--- config.mk ---
export PLATFORM = sky130hd
export DESIGN_NAME = aioc_top
export DESIGN_NICKNAME = d
export VERILOG_FILES = /design/src/verilog/aioc_top.v
export VERILOG_INCLUDE_DIRS = /design/src /design/src/verilog
export SDC_FILE = /design/constraint.sdc
export NUM_CORES = 1
export LEC_CHECK = 0
export ABC_AREA = 1
export BUFFER_PORTS_ARGS = -buffer_cell sky130_fd_sc_hd__buf_2
export CORE_MARGIN = 2
export CORE_UTILIZATION = 40
export DETAILED_ROUTE_END_ITERATION = 8
export PLACE_DENSITY = 0.54
export SLEW_MARGIN = 20
export SYNTH_ARGS = -nofsm -noshare
export SYNTH_HDL_FRONTEND = slang
export SYNTH_SLANG_ARGS = --single-unit
--- constraint.sdc ---
create_clock -name clk_i -period 11.23 [get_ports clk_i]
set_input_delay 1.123 -clock clk_i [delete_from_list [all_inputs] [get_ports clk_i]]
set_output_delay 1.123 -clock clk_i [all_outputs]
set_load 0.05 [all_outputs]
--- src/verilog/aioc_map.vh ---
// constants for the actuator command and status block
`ifndef AIOC_MAP_VH
`define AIOC_MAP_VH
// clock and input filter timing
`define AIOC_CLK_MHZ 200
`define AIOC_FILT_MS 6
`define AIOC_FILT_CYC (`AIOC_FILT_MS * 1000 * `AIOC_CLK_MHZ)
// position and window widths
`define AIOC_POS_W 24
`define AIOC_WIN_DEF 24'h000032
// register offsets (byte addresses)
`define AIOC_REG_CTRL 8'h00
`define AIOC_REG_STAT 8'h04
`define AIOC_REG_WIN 8'h08
`define AIOC_REG_FWD_END 8'h0C
`define AIOC_REG_BWD_END 8'h10
`define AIOC_REG_POS 8'h14
`define AIOC_REG_ALARM 8'h18
// control register fields
`define AIOC_CTRL_INCR 0
`define AIOC_CTRL_PARCHG 1
`define AIOC_CTRL_SERVO 2
`define AIOC_CTRL_MPWR 3
`define AIOC_CTRL_HOMEDONE 4
`define AIOC_CTRL_ABSVAR 5
`define AIOC_CTRL_RESET 8'h09
// alarm register fields
`define AIOC_ALM_SET 0
`define AIOC_ALM_NOCLR 1
// motion states
`define AIOC_ST_IDLE 3'h0
`define AIOC_ST_HOME 3'h1
`define AIOC_ST_FWD 3'h2
`define AIOC_ST_BWD 3'h3
`define AIOC_ST_DECF 3'h4
`define AIOC_ST_DECB 3'h5
`endif

--- src/verilog/aioc_top.v ---
// actuator discrete command and status logic with wishbone registers
//
// Function
// - home return starts on command rise unhomed
// - command still on after homing: go forward
// - command dropped during homing: go backward
// - homed: forward when on, backward when off
// - keep moving until matching end reached
// - on-to-off during move: decelerate, reverse backward
// - off-to-on during move: decelerate, reverse forward
// - incremental sensor: unhomed after power restart
// - absolute sensor: tuning parameter change clears homed flag
// - alarm clear input clears active alarm
// - some alarms refuse clearing
// - brake released while release input held
// - auto release normally; engage servo/power off
// - end outputs on inside detection window
// - homed: end outputs follow position only
// - window half-width configurable, symmetric
// - absolute variant, motor power cut and servo off: ends off
// - press done output when pressing completes
// - press done off when no contact
// - alarm output low-active, on when normal
// - command and clear inputs filtered
`timescale 1ns/10ps
`default_nettype none
`include "aioc_map.vh"
module aioc_top (
   // clock and reset
   input wire clk_i,
   input wire rst_n_i,
   // wishbone slave
   input wire wb_cyc_i,
   input wire wb_stb_i,
   input wire wb_we_i,
   input wire [7:0] wb_adr_i,
   input wire [3:0] wb_sel_i,
   input wire [31:0] wb_dat_i,
   output reg [31:0] wb_dat_o,
   output reg wb_ack_o,
   // master device pins
   input wire direction_command_i,
   input wire alarm_clear_input_i,
   input wire brake_release_input_i,
   // motion core feedback
   input wire [23:0] position_i,
   input wire home_done_i,
   input wire decel_done_i,
   input wire press_mode_i,
   input wire press_done_i,
   input wire press_miss_i,
   // motion core commands
   output reg move_home_o,
   output reg move_fwd_o,
   output reg move_bwd_o,
   output reg decel_o,
   output reg brake_release_o,
   // status pins
   output reg rear_end_reached_o,
   output reg front_end_reached_o,
   output reg rear_press_done_o,
   output reg front_press_done_o,
   output reg alarm_ok_n_o
);
   parameter FILT_CYC = `AIOC_FILT_CYC;

   ////////////////////////////////////////////////////////////////////////////
   // reset release and input synchronisers
   reg [1:0] rst_sync_reg;
   wire rst_n = rst_sync_reg[1];
   always @(posedge clk_i or negedge rst_n_i) begin
      if (!rst_n_i)
         rst_sync_reg <= 2'h0;
      else
         rst_sync_reg <= {rst_sync_reg[0], 1'b1};
   end

   reg [2:0] pin_s1_reg;
   reg [2:0] pin_s2_reg;
   always @(posedge clk_i or negedge rst_n) begin
      if (!rst_n) begin
         pin_s1_reg <= 3'h0;
         pin_s2_reg <= 3'h0;
      end else begin
         pin_s1_reg <= {brake_release_input_i, alarm_clear_input_i, direction_command_i};
         pin_s2_reg <= pin_s1_reg;
      end
   end

   ////////////////////////////////////////////////////////////////////////////
   // input time-constant filters for command and alarm clear
   reg [31:0] dir_cnt_reg;
   reg [31:0] clr_cnt_reg;
   reg dir_reg;
   reg clr_reg;
   reg dir_prev_reg;
   reg clr_prev_reg;
   always @(posedge clk_i or negedge rst_n) begin
      if (!rst_n) begin
         dir_cnt_reg <= 32'h0;
         clr_cnt_reg <= 32'h0;
         dir_reg <= 1'b0;
         clr_reg <= 1'b0;
         dir_prev_reg <= 1'b0;
         clr_prev_reg <= 1'b0;
      end else begin
         dir_prev_reg <= dir_reg;
         clr_prev_reg <= clr_reg;
         // level must stay stable FILT_CYC cycles to be taken
         if (pin_s2_reg[0] == dir_reg)
            dir_cnt_reg <= 32'h0;
         else if (dir_cnt_reg >= FILT_CYC - 1) begin
            dir_cnt_reg <= 32'h0;
            dir_reg <= pin_s2_reg[0];
         end else
            dir_cnt_reg <= dir_cnt_reg + 32'h1;
         if (pin_s2_reg[1] == clr_reg)
            clr_cnt_reg <= 32'h0;
         else if (clr_cnt_reg >= FILT_CYC - 1) begin
            clr_cnt_reg <= 32'h0;
            clr_reg <= pin_s2_reg[1];
         end else
            clr_cnt_reg <= clr_cnt_reg + 32'h1;
      end
   end
   wire dir_rise = dir_reg & ~dir_prev_reg;
   wire dir_fall = ~dir_reg & dir_prev_reg;
   wire clr_rise = clr_reg & ~clr_prev_reg;

   ////////////////////////////////////////////////////////////////////////////
   // software registers
   reg [7:0] ctrl_reg;
   reg [23:0] win_reg;
   reg [23:0] fwd_end_reg;
   reg [23:0] bwd_end_reg;
   reg [1:0] alarm_reg;
   reg homed_reg;
   reg [2:0] state_reg;
   // a request is taken only while ack is low, so each bus cycle acks once
   wire wb_req = wb_cyc_i & wb_stb_i & ~wb_ack_o;
   wire wb_wr = wb_req & wb_we_i;

   // byte-lane merge of write data into a 24-bit field
   function [23:0] aioc_merge;
      input [23:0] old;
      input [31:0] dat;
      input [3:0] sel;
      begin
         aioc_merge = old;
         if (sel[0])
            aioc_merge[7:0] = dat[7:0];
         if (sel[1])
            aioc_merge[15:8] = dat[15:8];
         if (sel[2])
            aioc_merge[23:16] = dat[23:16];
      end
   endfunction

   // one-cycle ack, write on request cycle, unmapped reads zero
   always @(posedge clk_i or negedge rst_n) begin
      if (!rst_n) begin
         wb_ack_o <= 1'b0;
         wb_dat_o <= 32'h0;
         ctrl_reg <= `AIOC_CTRL_RESET;
         win_reg <= `AIOC_WIN_DEF;
         fwd_end_reg <= 24'h0;
         bwd_end_reg <= 24'h0;
      end else begin
         wb_ack_o <= wb_req;
         wb_dat_o <= 32'h0;
         if (wb_req && !wb_we_i) begin
            case (wb_adr_i)
               `AIOC_REG_CTRL: wb_dat_o <= {24'h0, ctrl_reg};
               `AIOC_REG_STAT: wb_dat_o <= {20'h0, homed_reg, state_reg, alarm_ok_n_o,
                  front_press_done_o, rear_press_done_o, front_end_reached_o,
                  rear_end_reached_o, brake_release_o, clr_reg, dir_reg};
               `AIOC_REG_WIN: wb_dat_o <= {8'h0, win_reg};
               `AIOC_REG_FWD_END: wb_dat_o <= {8'h0, fwd_end_reg};
               `AIOC_REG_BWD_END: wb_dat_o <= {8'h0, bwd_end_reg};
               `AIOC_REG_POS: wb_dat_o <= {8'h0, position_i};
               `AIOC_REG_ALARM: wb_dat_o <= {30'h0, alarm_reg};
               default: wb_dat_o <= 32'h0;
            endcase
         end
         if (wb_wr) begin
            case (wb_adr_i)
               `AIOC_REG_CTRL: if (wb_sel_i[0]) ctrl_reg <= wb_dat_i[7:0];
               `AIOC_REG_WIN: win_reg <= aioc_merge(win_reg, wb_dat_i, wb_sel_i);
               `AIOC_REG_FWD_END: fwd_end_reg <= aioc_merge(fwd_end_reg, wb_dat_i, wb_sel_i);
               `AIOC_REG_BWD_END: bwd_end_reg <= aioc_merge(bwd_end_reg, wb_dat_i, wb_sel_i);
               default: ;
            endcase
         end
      end
   end
   wire servo_on = ctrl_reg[`AIOC_CTRL_SERVO];
   wire mpwr_on = ctrl_reg[`AIOC_CTRL_MPWR];
   // parameter change and absolute reset strobes, decoded from control writes
   wire param_chg = wb_wr && (wb_adr_i == `AIOC_REG_CTRL) && wb_sel_i[0]
      && wb_dat_i[`AIOC_CTRL_PARCHG];
   wire home_set = wb_wr && (wb_adr_i == `AIOC_REG_CTRL) && wb_sel_i[0]
      && wb_dat_i[`AIOC_CTRL_HOMEDONE];

   ////////////////////////////////////////////////////////////////////////////
   // alarm state: software raises, clear input lowers unless locked
   always @(posedge clk_i or negedge rst_n) begin
      if (!rst_n)
         alarm_reg <= 2'h0;
      else if (wb_wr && wb_adr_i == `AIOC_REG_ALARM && wb_sel_i[0])
         alarm_reg <= wb_dat_i[1:0]; // raise wins over a clear
      else if (clr_rise && !alarm_reg[`AIOC_ALM_NOCLR])
         alarm_reg <= 2'h0;
   end
   wire alarm = alarm_reg[`AIOC_ALM_SET];

   ////////////////////////////////////////////////////////////////////////////
   // homed flag; cleared at restart for incremental sensor
   always @(posedge clk_i or negedge rst_n) begin
      if (!rst_n)
         homed_reg <= 1'b0;
      else if (state_reg == `AIOC_ST_HOME && home_done_i)
         homed_reg <= 1'b1;
      else if (param_chg && !ctrl_reg[`AIOC_CTRL_INCR])
         homed_reg <= 1'b0;
      else if (home_set && !ctrl_reg[`AIOC_CTRL_INCR])
         homed_reg <= 1'b1;
   end

   ////////////////////////////////////////////////////////////////////////////
   // window test: |pos - end| <= half-width
   function aioc_in_win;
      input [23:0] pos;
      input [23:0] endp;
      input [23:0] hw;
      begin
         // unsigned distance: subtract the smaller value from the larger
         if (pos >= endp)
            aioc_in_win = (pos - endp) <= hw;
         else
            aioc_in_win = (endp - pos) <= hw;
      end
   endfunction
   wire at_fwd = aioc_in_win(position_i, fwd_end_reg, win_reg);
   wire at_bwd = aioc_in_win(position_i, bwd_end_reg, win_reg);

   ////////////////////////////////////////////////////////////////////////////
   // motion state machine
   reg [2:0] state_next;
   always @* begin
      state_next = state_reg;
      case (state_reg)
         `AIOC_ST_IDLE: begin
            if (alarm)
               state_next = `AIOC_ST_IDLE;
            else if (!homed_reg && dir_rise)
               state_next = `AIOC_ST_HOME;
            else if (homed_reg && dir_reg && !at_fwd)
               state_next = `AIOC_ST_FWD;
            else if (homed_reg && !dir_reg && !at_bwd)
               state_next = `AIOC_ST_BWD;
         end
         `AIOC_ST_HOME: begin
            if (home_done_i)
               state_next = dir_reg ? `AIOC_ST_FWD : `AIOC_ST_BWD;
         end
         `AIOC_ST_FWD: begin
            if (dir_fall)
               state_next = `AIOC_ST_DECB;
            else if (at_fwd)
               state_next = `AIOC_ST_IDLE;
         end
         `AIOC_ST_BWD: begin
            if (dir_rise)
               state_next = `AIOC_ST_DECF;
            else if (at_bwd)
               state_next = `AIOC_ST_IDLE;
         end
         `AIOC_ST_DECF: begin
            if (dir_fall)
               state_next = `AIOC_ST_DECB;
            else if (decel_done_i)
               state_next = `AIOC_ST_FWD;
         end
         `AIOC_ST_DECB: begin
            if (dir_rise)
               state_next = `AIOC_ST_DECF;
            else if (decel_done_i)
               state_next = `AIOC_ST_BWD;
         end
         default: state_next = `AIOC_ST_IDLE;
      endcase
      // an active alarm overrides every motion decision
      if (alarm)
         state_next = `AIOC_ST_IDLE;
   end

   always @(posedge clk_i or negedge rst_n) begin
      if (!rst_n)
         state_reg <= `AIOC_ST_IDLE;
      else
         state_reg <= state_next;
   end

   ////////////////////////////////////////////////////////////////////////////
   // registered outputs, all but press done refreshed every cycle
   wire ends_ok = homed_reg && !(ctrl_reg[`AIOC_CTRL_ABSVAR] && !mpwr_on && !servo_on);
   always @(posedge clk_i or negedge rst_n) begin
      if (!rst_n) begin
         move_home_o <= 1'b0;
         move_fwd_o <= 1'b0;
         move_bwd_o <= 1'b0;
         decel_o <= 1'b0;
         brake_release_o <= 1'b0;
         rear_end_reached_o <= 1'b0;
         front_end_reached_o <= 1'b0;
         rear_press_done_o <= 1'b0;
         front_press_done_o <= 1'b0;
         alarm_ok_n_o <= 1'b1;
      end else begin
         move_home_o <= state_next == `AIOC_ST_HOME;
         move_fwd_o <= state_next == `AIOC_ST_FWD;
         move_bwd_o <= state_next == `AIOC_ST_BWD;
         decel_o <= state_next == `AIOC_ST_DECF || state_next == `AIOC_ST_DECB;
         // manual release, or auto release while servo and power on
         brake_release_o <= pin_s2_reg[2] || (servo_on && mpwr_on);
         // position only once homed, unless absolute variant with motor power and servo both off
         rear_end_reached_o <= ends_ok && at_bwd;
         front_end_reached_o <= ends_ok && at_fwd;
         // press done held until contact is missed or the motion state changes
         if (press_mode_i && press_done_i) begin
            rear_press_done_o <= state_reg == `AIOC_ST_BWD;
            front_press_done_o <= state_reg == `AIOC_ST_FWD;
         end else if (press_miss_i || state_next != state_reg) begin
            rear_press_done_o <= 1'b0;
            front_press_done_o <= 1'b0;
         end
         alarm_ok_n_o <= !alarm;
      end
   end
endmodule
`default_nettype wire

==> key figures, run 1 <==
Status
  • Outcome: finished, final reports clean

Synth
  • Register area share after synthesis: 0.310
  • Cell type with the highest aggregate area in the netlist: dfrtp_1
  • Cell count after synthesis: 2083
  • Yosys top cell area share: 0.300
  • YS warnings: 0
  • Post-synthesis register bit count: 197
  • Synth top area cells: dfrtp_1, ha_1, nand2_1
  • Avg Inst Size Synth: 7.65 um^2
  • Synth Cell Area: 0.0159 mm^2
  • Synth cell types: 59

STA
  • Sum Neg Setup Slack: 0 ns
  • Clock skew: 0.0139 ns
  • Fin worst setup slack: 6.06 ns
  • Post-route minimum period: 5.17 ns
  • RSZ-0062 raised after global routing: no
  • Fmax achieved: 193 MHz
  • Period Utilization, post-route: 0.461
  • Setup violators final: 0
  • Final hold violation count: 0
  • Slew headroom: 0.380
  • Hold_ws: 0.349 ns
  • Worst Tran Pin Value: 0.930 ns
  • Fin. max-slew vios: 0

Die
  • Initial Util: 0.403
  • Chip Width: 204 um
  • IO Pins: 124
  • # rows: 73
  • Die span in y: 204 um
  • Core area: 0.0395 mm^2
  • Die ar.: 0.0414 mm^2

Place
  • Pre-CTS setup slack: 5.63 ns
  • DP Area: 0.0169 mm^2
  • Routability Congestion: 0.985
  • Placed insts: 2685
  • DP HPWL: 39600 um
  • I/O Buffers: 106

Routing
  • First-pass iteration count of the detailed router: 5
  • Final ANT Viol Nets: 0
  • Routed WL: 47900 um
  • Post-route DRC: 0
  • Vias/cell: 5.15
  • Vias: 14000
  • First DRT Iteration DRCs: 1004
  • Average routed wire per standard cell: 17.6 um

Global route
  • Largest net degree at the start of global routing: 76
  • Initial antenna violation count: 4
  • GR Overflow Total: 0
  • GRT Overall Usage: 0.233
  • First-pass GRT wire length: 74200 um
  • Vias in the first global route: 13600

Setup path
  • CP endpoint kind: flip-flop
  • Reg2Reg Setup Slack: 6.56 ns
  • Worst flop-to-flop path startpoint: fwd_end_reg[10]
  • Setup crit start kind: input port
  • Req. time, crit path: 11.60 ns
  • Most used cell along the critical path: nand2_1
  • Critical path's slowest cell: ha_1
  • Worst r2r path cells: 30
  • FF-to-FF End: front_press_done_o
  • CP max FO: 7
  • Worst Path Class, Setup: in2reg
  • WP data arrival: 5.54 ns
  • Crit-path max cell delay: 0.53 ns

CTS
  • Clk Tree Root Cell: clkbuf_16
  • CTS Buffer Depth: 2
  • Cts hold-fix bufs: 0
  • Resized Gates After CTS: 0
  • CTS tree: yes
  • Clk pin slew, worst setup/hold paths: 0.07 ns
  • H-tree levels: 4
  • Num CTS Buffers: 17
  • Setup bufs post-CTS: 0
  • CTS sink count: 197
  • Clock latency reported for the late side of the worst-skew pair: 0.44 ns

Power and ir drop
  • Total power: 1.78 mW
  • Power per cell area: 102 mW/mm^2
  • Lkg Pwr: 8.32 nW
  • Worst VDD drop: 0.000106 V

Final layout
  • Design Area, Final: 0.0174 mm^2
  • Fill cells: 4113
  • Post-layout util: 0.440
  • P&R area growth vs syn: 9.31%
  • Nets@finish: 2454
  • Fraction of layout cells with a size suffix above 1: 0.128
  • # diodes: 0
  • Fin cells: 2717

Job
  • Maxcap violations: 0

Worst hold path
  • Worst Hold Class: reg2reg
  • Worst Hold Depth: 0
  • Hold endpoint: pin_s2_reg[0]
  • Hold path startpoint: pin_s1_reg[0]
worst max-delay path by stage:
stage / cells past startpoint / slack, ns / startpoint / end
global route: 32 / 5.58 / position_i[10] / front_press_done_o
global placement: 32 / 5.67 / position_i[1] / front_press_done_o
finish: 32 / 6.06 / position_i[10] / front_press_done_o
detailed placement: 32 / 5.63 / position_i[1] / front_press_done_o
floorplan: 0 / 5.34 / rst_sync_reg[1] / alarm_reg[0]
CTS: 32 / 6.07 / position_i[1] / front_press_done_o
critical path: cells and delay by family:
family | cells | cell delay [ns]
and+or+nand+nor | 22 | 2.30
xor gates and xnor gates | 1 | 0.15
buffers and inverters | 4 | 0.49
adders and majority gates | 2 | 0.82
AOI/OAI and AO/OA | 3 | 0.64
power by group:
group / switching [mW] / internal (mW) / total (mW) / leakage (nW)
clock network: 0.280 / 0.307 / 0.588 / 0.267
registers: 0.0282 / 0.732 / 0.761 / 2.62
logic: 0.290 / 0.141 / 0.430 / 5.43
total: 0.598 / 1.18 / 1.78 / 8.32
cells by family (layout without fill, tap and decap cells):
| family | Yosys count | after routing | share of synthesized area |
|---|---|---|---|
| AOI/OAI and AO/OA | 449 | 449 | 0.166 |
| xor gates and xnor gates | 100 | 100 | 0.0550 |
| adders and majority gates | 194 | 194 | 0.154 |
| buffers and inverters | 407 | 487 | 0.107 |
| DFF | 197 | 197 | 0.310 |
| other | 2 | 31 | 0.000471 |
| and+or+nand+nor | 734 | 734 | 0.207 |
cells in the final DEF, fill, tap and decap left out, types with 23 or more instances in the layout:
cell / n
a21oi_1: 162
buf_2: 106
conb_1: 31
dfrtp_1: 190
ha_1: 190
inv_1: 315
inv_2: 26
nand2_1: 379
nand2_2: 33
nand3_1: 40
nor2_1: 173
nor3_1: 28
o21ai_0: 132
o22ai_1: 23
xnor2_1: 33
xor2_1: 67
cell usage after synthesis, drive strengths merged:
cell,count
o21a,13
xor2,67
o221ai,13
o221a,1
o2111ai,3
o21bai,2
o21ai,144
and3,2
a21o,9
a41oi,1
o211ai,1
buf,48
a21oi,179
nand3,51
dfrtp,191
xnor2,33
a31oi,19
a311oi,2
nor2,198
a2111oi,3
nor3,31
fa,4
conb,2
a31o,1
nor4,11
a22oi,1
nor3b,11
dfstp,6
a221oi,19
or2,2
ha,190
o2bb2ai,1
o31ai,2
nand2,416
clkbuf,16
o311ai,2
nand4,12
clkinv,1
o22ai,23
a211oi,10
inv,342
per-layer routing:
metal,global-route usage,part of all wire,vias up
met5,0,0.0011,-
met4,0.0615,0.019,8
met3,0.0344,0.051,56
met2,0.381,0.46,320
met1,0.323,0.47,6649
li1,-,-,6962
final cells by class:
type	count	area, um^2	share of cell area
clock buffers	22	474	0.0272
clock inverters	10	86.3	0.00496
inverters	343	1290	0.0741
multi-input cells	1508	9390	0.539
flip-flops and latches	197	4940	0.284
well taps	525	657	0.0377
repair buffers	112	576	0.0330
Note: power is estimated with default switching activity, not from simulation.
==> run 2: changes to the inputs <==
- PLACE_DENSITY: 0.54 -> 0.56
- clock period: 11.23 -> 4.4 ns (I/O delays scaled with it)
==> key figures, run 2 (synthesized netlist as in run 1, its figures left out) <==
STA
  • Slew headroom: 0.390 (was 0.380)
  • Period Utilization, post-route: 0.934
  • Final hold violation count: 0 (unchanged)
  • Worst Tran Pin Value: 0.909 ns (was 0.930 ns)
  • Fmax achieved: 243 MHz
  • Fin. max-slew vios: 0 (unchanged)
  • Post-route minimum period: 4.11 ns
  • Setup violators final: 0 (unchanged)
  • Sum Neg Setup Slack: 0 ns (unchanged)
  • Fin worst setup slack: 0.291 ns (was 6.06 ns)
  • Clock skew: 0.0180 ns (was 0.0139 ns)

Die
  • Initial Util: 0.403 (unchanged)
  • # rows: 73 (unchanged)
  • Chip Width: 204 um (unchanged)
  • Core area: 0.0395 mm^2 (unchanged)
  • IO Pins: 124 (unchanged)
  • Die ar.: 0.0414 mm^2 (unchanged)
  • Die span in y: 204 um (unchanged)

Power and ir drop
  • Internal: 3.38 mW (was 1.18 mW)
  • Sw Share: 0.322 (was 0.336)
  • Power per cell area: 264 mW/mm^2 (was 102 mW/mm^2)
  • Combinational group share of total power: 0.255 (was 0.242)
  • Sw Pwr: 1.60 mW (was 0.598 mW)
  • Register share of total power: 0.387 (was 0.428)
  • Lkg Pwr: 9.09 nW (was 8.32 nW)
  • Worst VDD drop: 0.000325 V (was 0.000106 V)
  • Clock share of power: 0.358 (was 0.330)

Routing
  • Final ANT Viol Nets: 0 (unchanged)
  • Post-route DRC: 0 (unchanged)
  • Average routed wire per standard cell: 17.8 um (was 17.6 um)
  • Vias/cell: 5.05 (was 5.15)
  • First-pass iteration count of the detailed router: 5 (unchanged)
  • Vias: 14400 (was 14000)
  • Routed WL: 50900 um (was 47900 um)
  • First DRT Iteration DRCs: 836 (was 1004)

Final layout
  • Post-layout util: 0.477 (was 0.440)
  • Fraction of layout cells with a size suffix above 1: 0.205 (was 0.128)
  • Commonest non-fill, non-tap cell in the layout: nand2_1 (unchanged)
  • P&R area growth vs syn: 18.5% (was 9.31%)
  • # diodes: 0 (unchanged)
  • Design Area, Final: 0.0189 mm^2 (was 0.0174 mm^2)
  • Nets@finish: 2596 (was 2454)
  • Most frequent cells in the layout: nand2_1, inv_1, dfrtp_1 (was nand2_1, inv_1, ha_1, dfrtp_1, nor2_1)

Place
  • Routability Congestion: 0.960 (was 0.985)
  • Pre-CTS setup slack: -0.130 ns (was 5.63 ns)
  • DP HPWL: 42100 um (was 39600 um)
  • I/O Buffers: 106 (unchanged)
  • DP Area: 0.0179 mm^2 (was 0.0169 mm^2)

CTS
  • CTS sink count: 197 (unchanged)
  • Num CTS Buffers: 17 (unchanged)
  • H-tree levels: 4 (unchanged)
  • CTS tree: yes (unchanged)
  • Clk pin slew, worst setup/hold paths: 0.07 ns (about the same)
  • Clk Tree Root Cell: clkbuf_16 (unchanged)
  • Clock latency reported for the late side of the worst-skew pair: 0.46 ns (was 0.44 ns)
  • CTS Buffer Depth: 2 (unchanged)

Global route
  • Largest net degree at the start of global routing: 125 (was 76)
  • Met2 Resource Use GR: 0.398 (was 0.381)
  • Vias in the first global route: 14500 (was 13600)
  • GR Overflow Total: 0 (unchanged)
  • GRT Overall Usage: 0.248 (was 0.233)
  • Grt peak-use layer: met2 (unchanged)
  • First-pass GRT wire length: 78400 um (was 74200 um)
  • Met1 usage: 0.346 (was 0.323)
  • Initial antenna violation count: 1 (was 4)
  • Met3 Resource Use GR: 0.0332 (was 0.0344)

Setup path
  • Worst flop-to-flop path startpoint: fwd_end_reg[11] (was fwd_end_reg[10])
  • CP Buf/Inv Count: 4 (unchanged)
  • Most used cell along the critical path: nand2_1 (unchanged)
  • Worst setup path startpoint: fwd_end_reg[11] (was position_i[10])
  • Crit-path max cell delay: 0.47 ns (was 0.53 ns)
  • Critical path's slowest cell: dfrtp_1 (was ha_1)
  • WP data arrival: 4.50 ns (was 5.54 ns)
  • Top delay family on crit path: simple AND/OR/NAND/NOR gates (unchanged)
  • Setup crit start kind: flip-flop (was input port)
  • CP max FO: 4 (was 7)
  • Req. time, crit path: 4.79 ns (was 11.60 ns)
  • CP endpoint kind: flip-flop (unchanged)
  • Worst Path Class, Setup: reg2reg (was in2reg)

Worst hold path
  • Hold path startpoint: alarm_clear_input_i (was pin_s1_reg[0])
  • Worst Hold Class: in2reg (was reg2reg)

Job
  • Maxcap violations: 0 (unchanged)

Status
  • Outcome: finished, final reports clean (unchanged)
run 2: changes by cell type in the layout (fill, tap and decap cells not counted), moves of 7 or more:
cell / change
buf_4: +140
a21oi_2: +14
nor2_1: -7
a21oi_1: -18
ha_1: -10
run 2: metrics by stage:
step	cells	hold WS [ns]	total power, mW
floorplan	2112	0.144	2.77
global placement	2822	0.184	3.20
detailed placement	2822	0.188	3.21
CTS	2855	0.0667	5.02
global route	2859	0.0855	5.26
finish	2859	0.0940	4.99
run 2: cell type report:
cell class,count,area (um^2)
Sequential cell,197,4950
Clock inverter,14,239
Inverter,343,1290
Tap cell,525,657
Timing Repair Buffer,254,1660
Fill cell,4014,20700
Clock buffer,18,429
Multi-Input combinational cell,1508,9660
run 2: power groups by stage:
stage	Combinational [mW]	Sequential, mW	Clock [mW]
floorplan	0.738	2.04	0
global placement	1.24	1.97	0
detailed placement	1.25	1.96	0
CTS	1.26	1.93	1.83
global route	1.43	1.94	1.89
finish	1.27	1.93	1.78
run 2: worst paths after layout:
path	endpoint	slack, ns	depth (start not counted)
setup / recovery	rear_press_done_o	0.29	30
hold / removal	pin_s1_reg[1]	0.09	1
setup reg to reg	rear_press_done_o	0.29	30
hold reg to reg	dir_reg	0.18	0
max in group asynchronous	fwd_end_reg[4]	3.22	1
min in group asynchronous	dir_reg	0.18	0
run 2: what timing repair did:
item / in CTS / in global routing
endpoints found under the setup margin: 0 / 7
hold endpoints to repair: 2 / 0
buffers inserted: 0 / 4
gates resized for setup: 0 / 66
hold buffers: 1 / 0
run 2: per-layer routing:
metal / wire (um) / vias to the layer above / share of wire
met5: 10 / - / 0.00020
met4: 1290 / 2 / 0.025
met3: 2700 / 73 / 0.053
met2: 22900 / 364 / 0.45
met1: 24000 / 6774 / 0.47
li1: - / 7224 / -
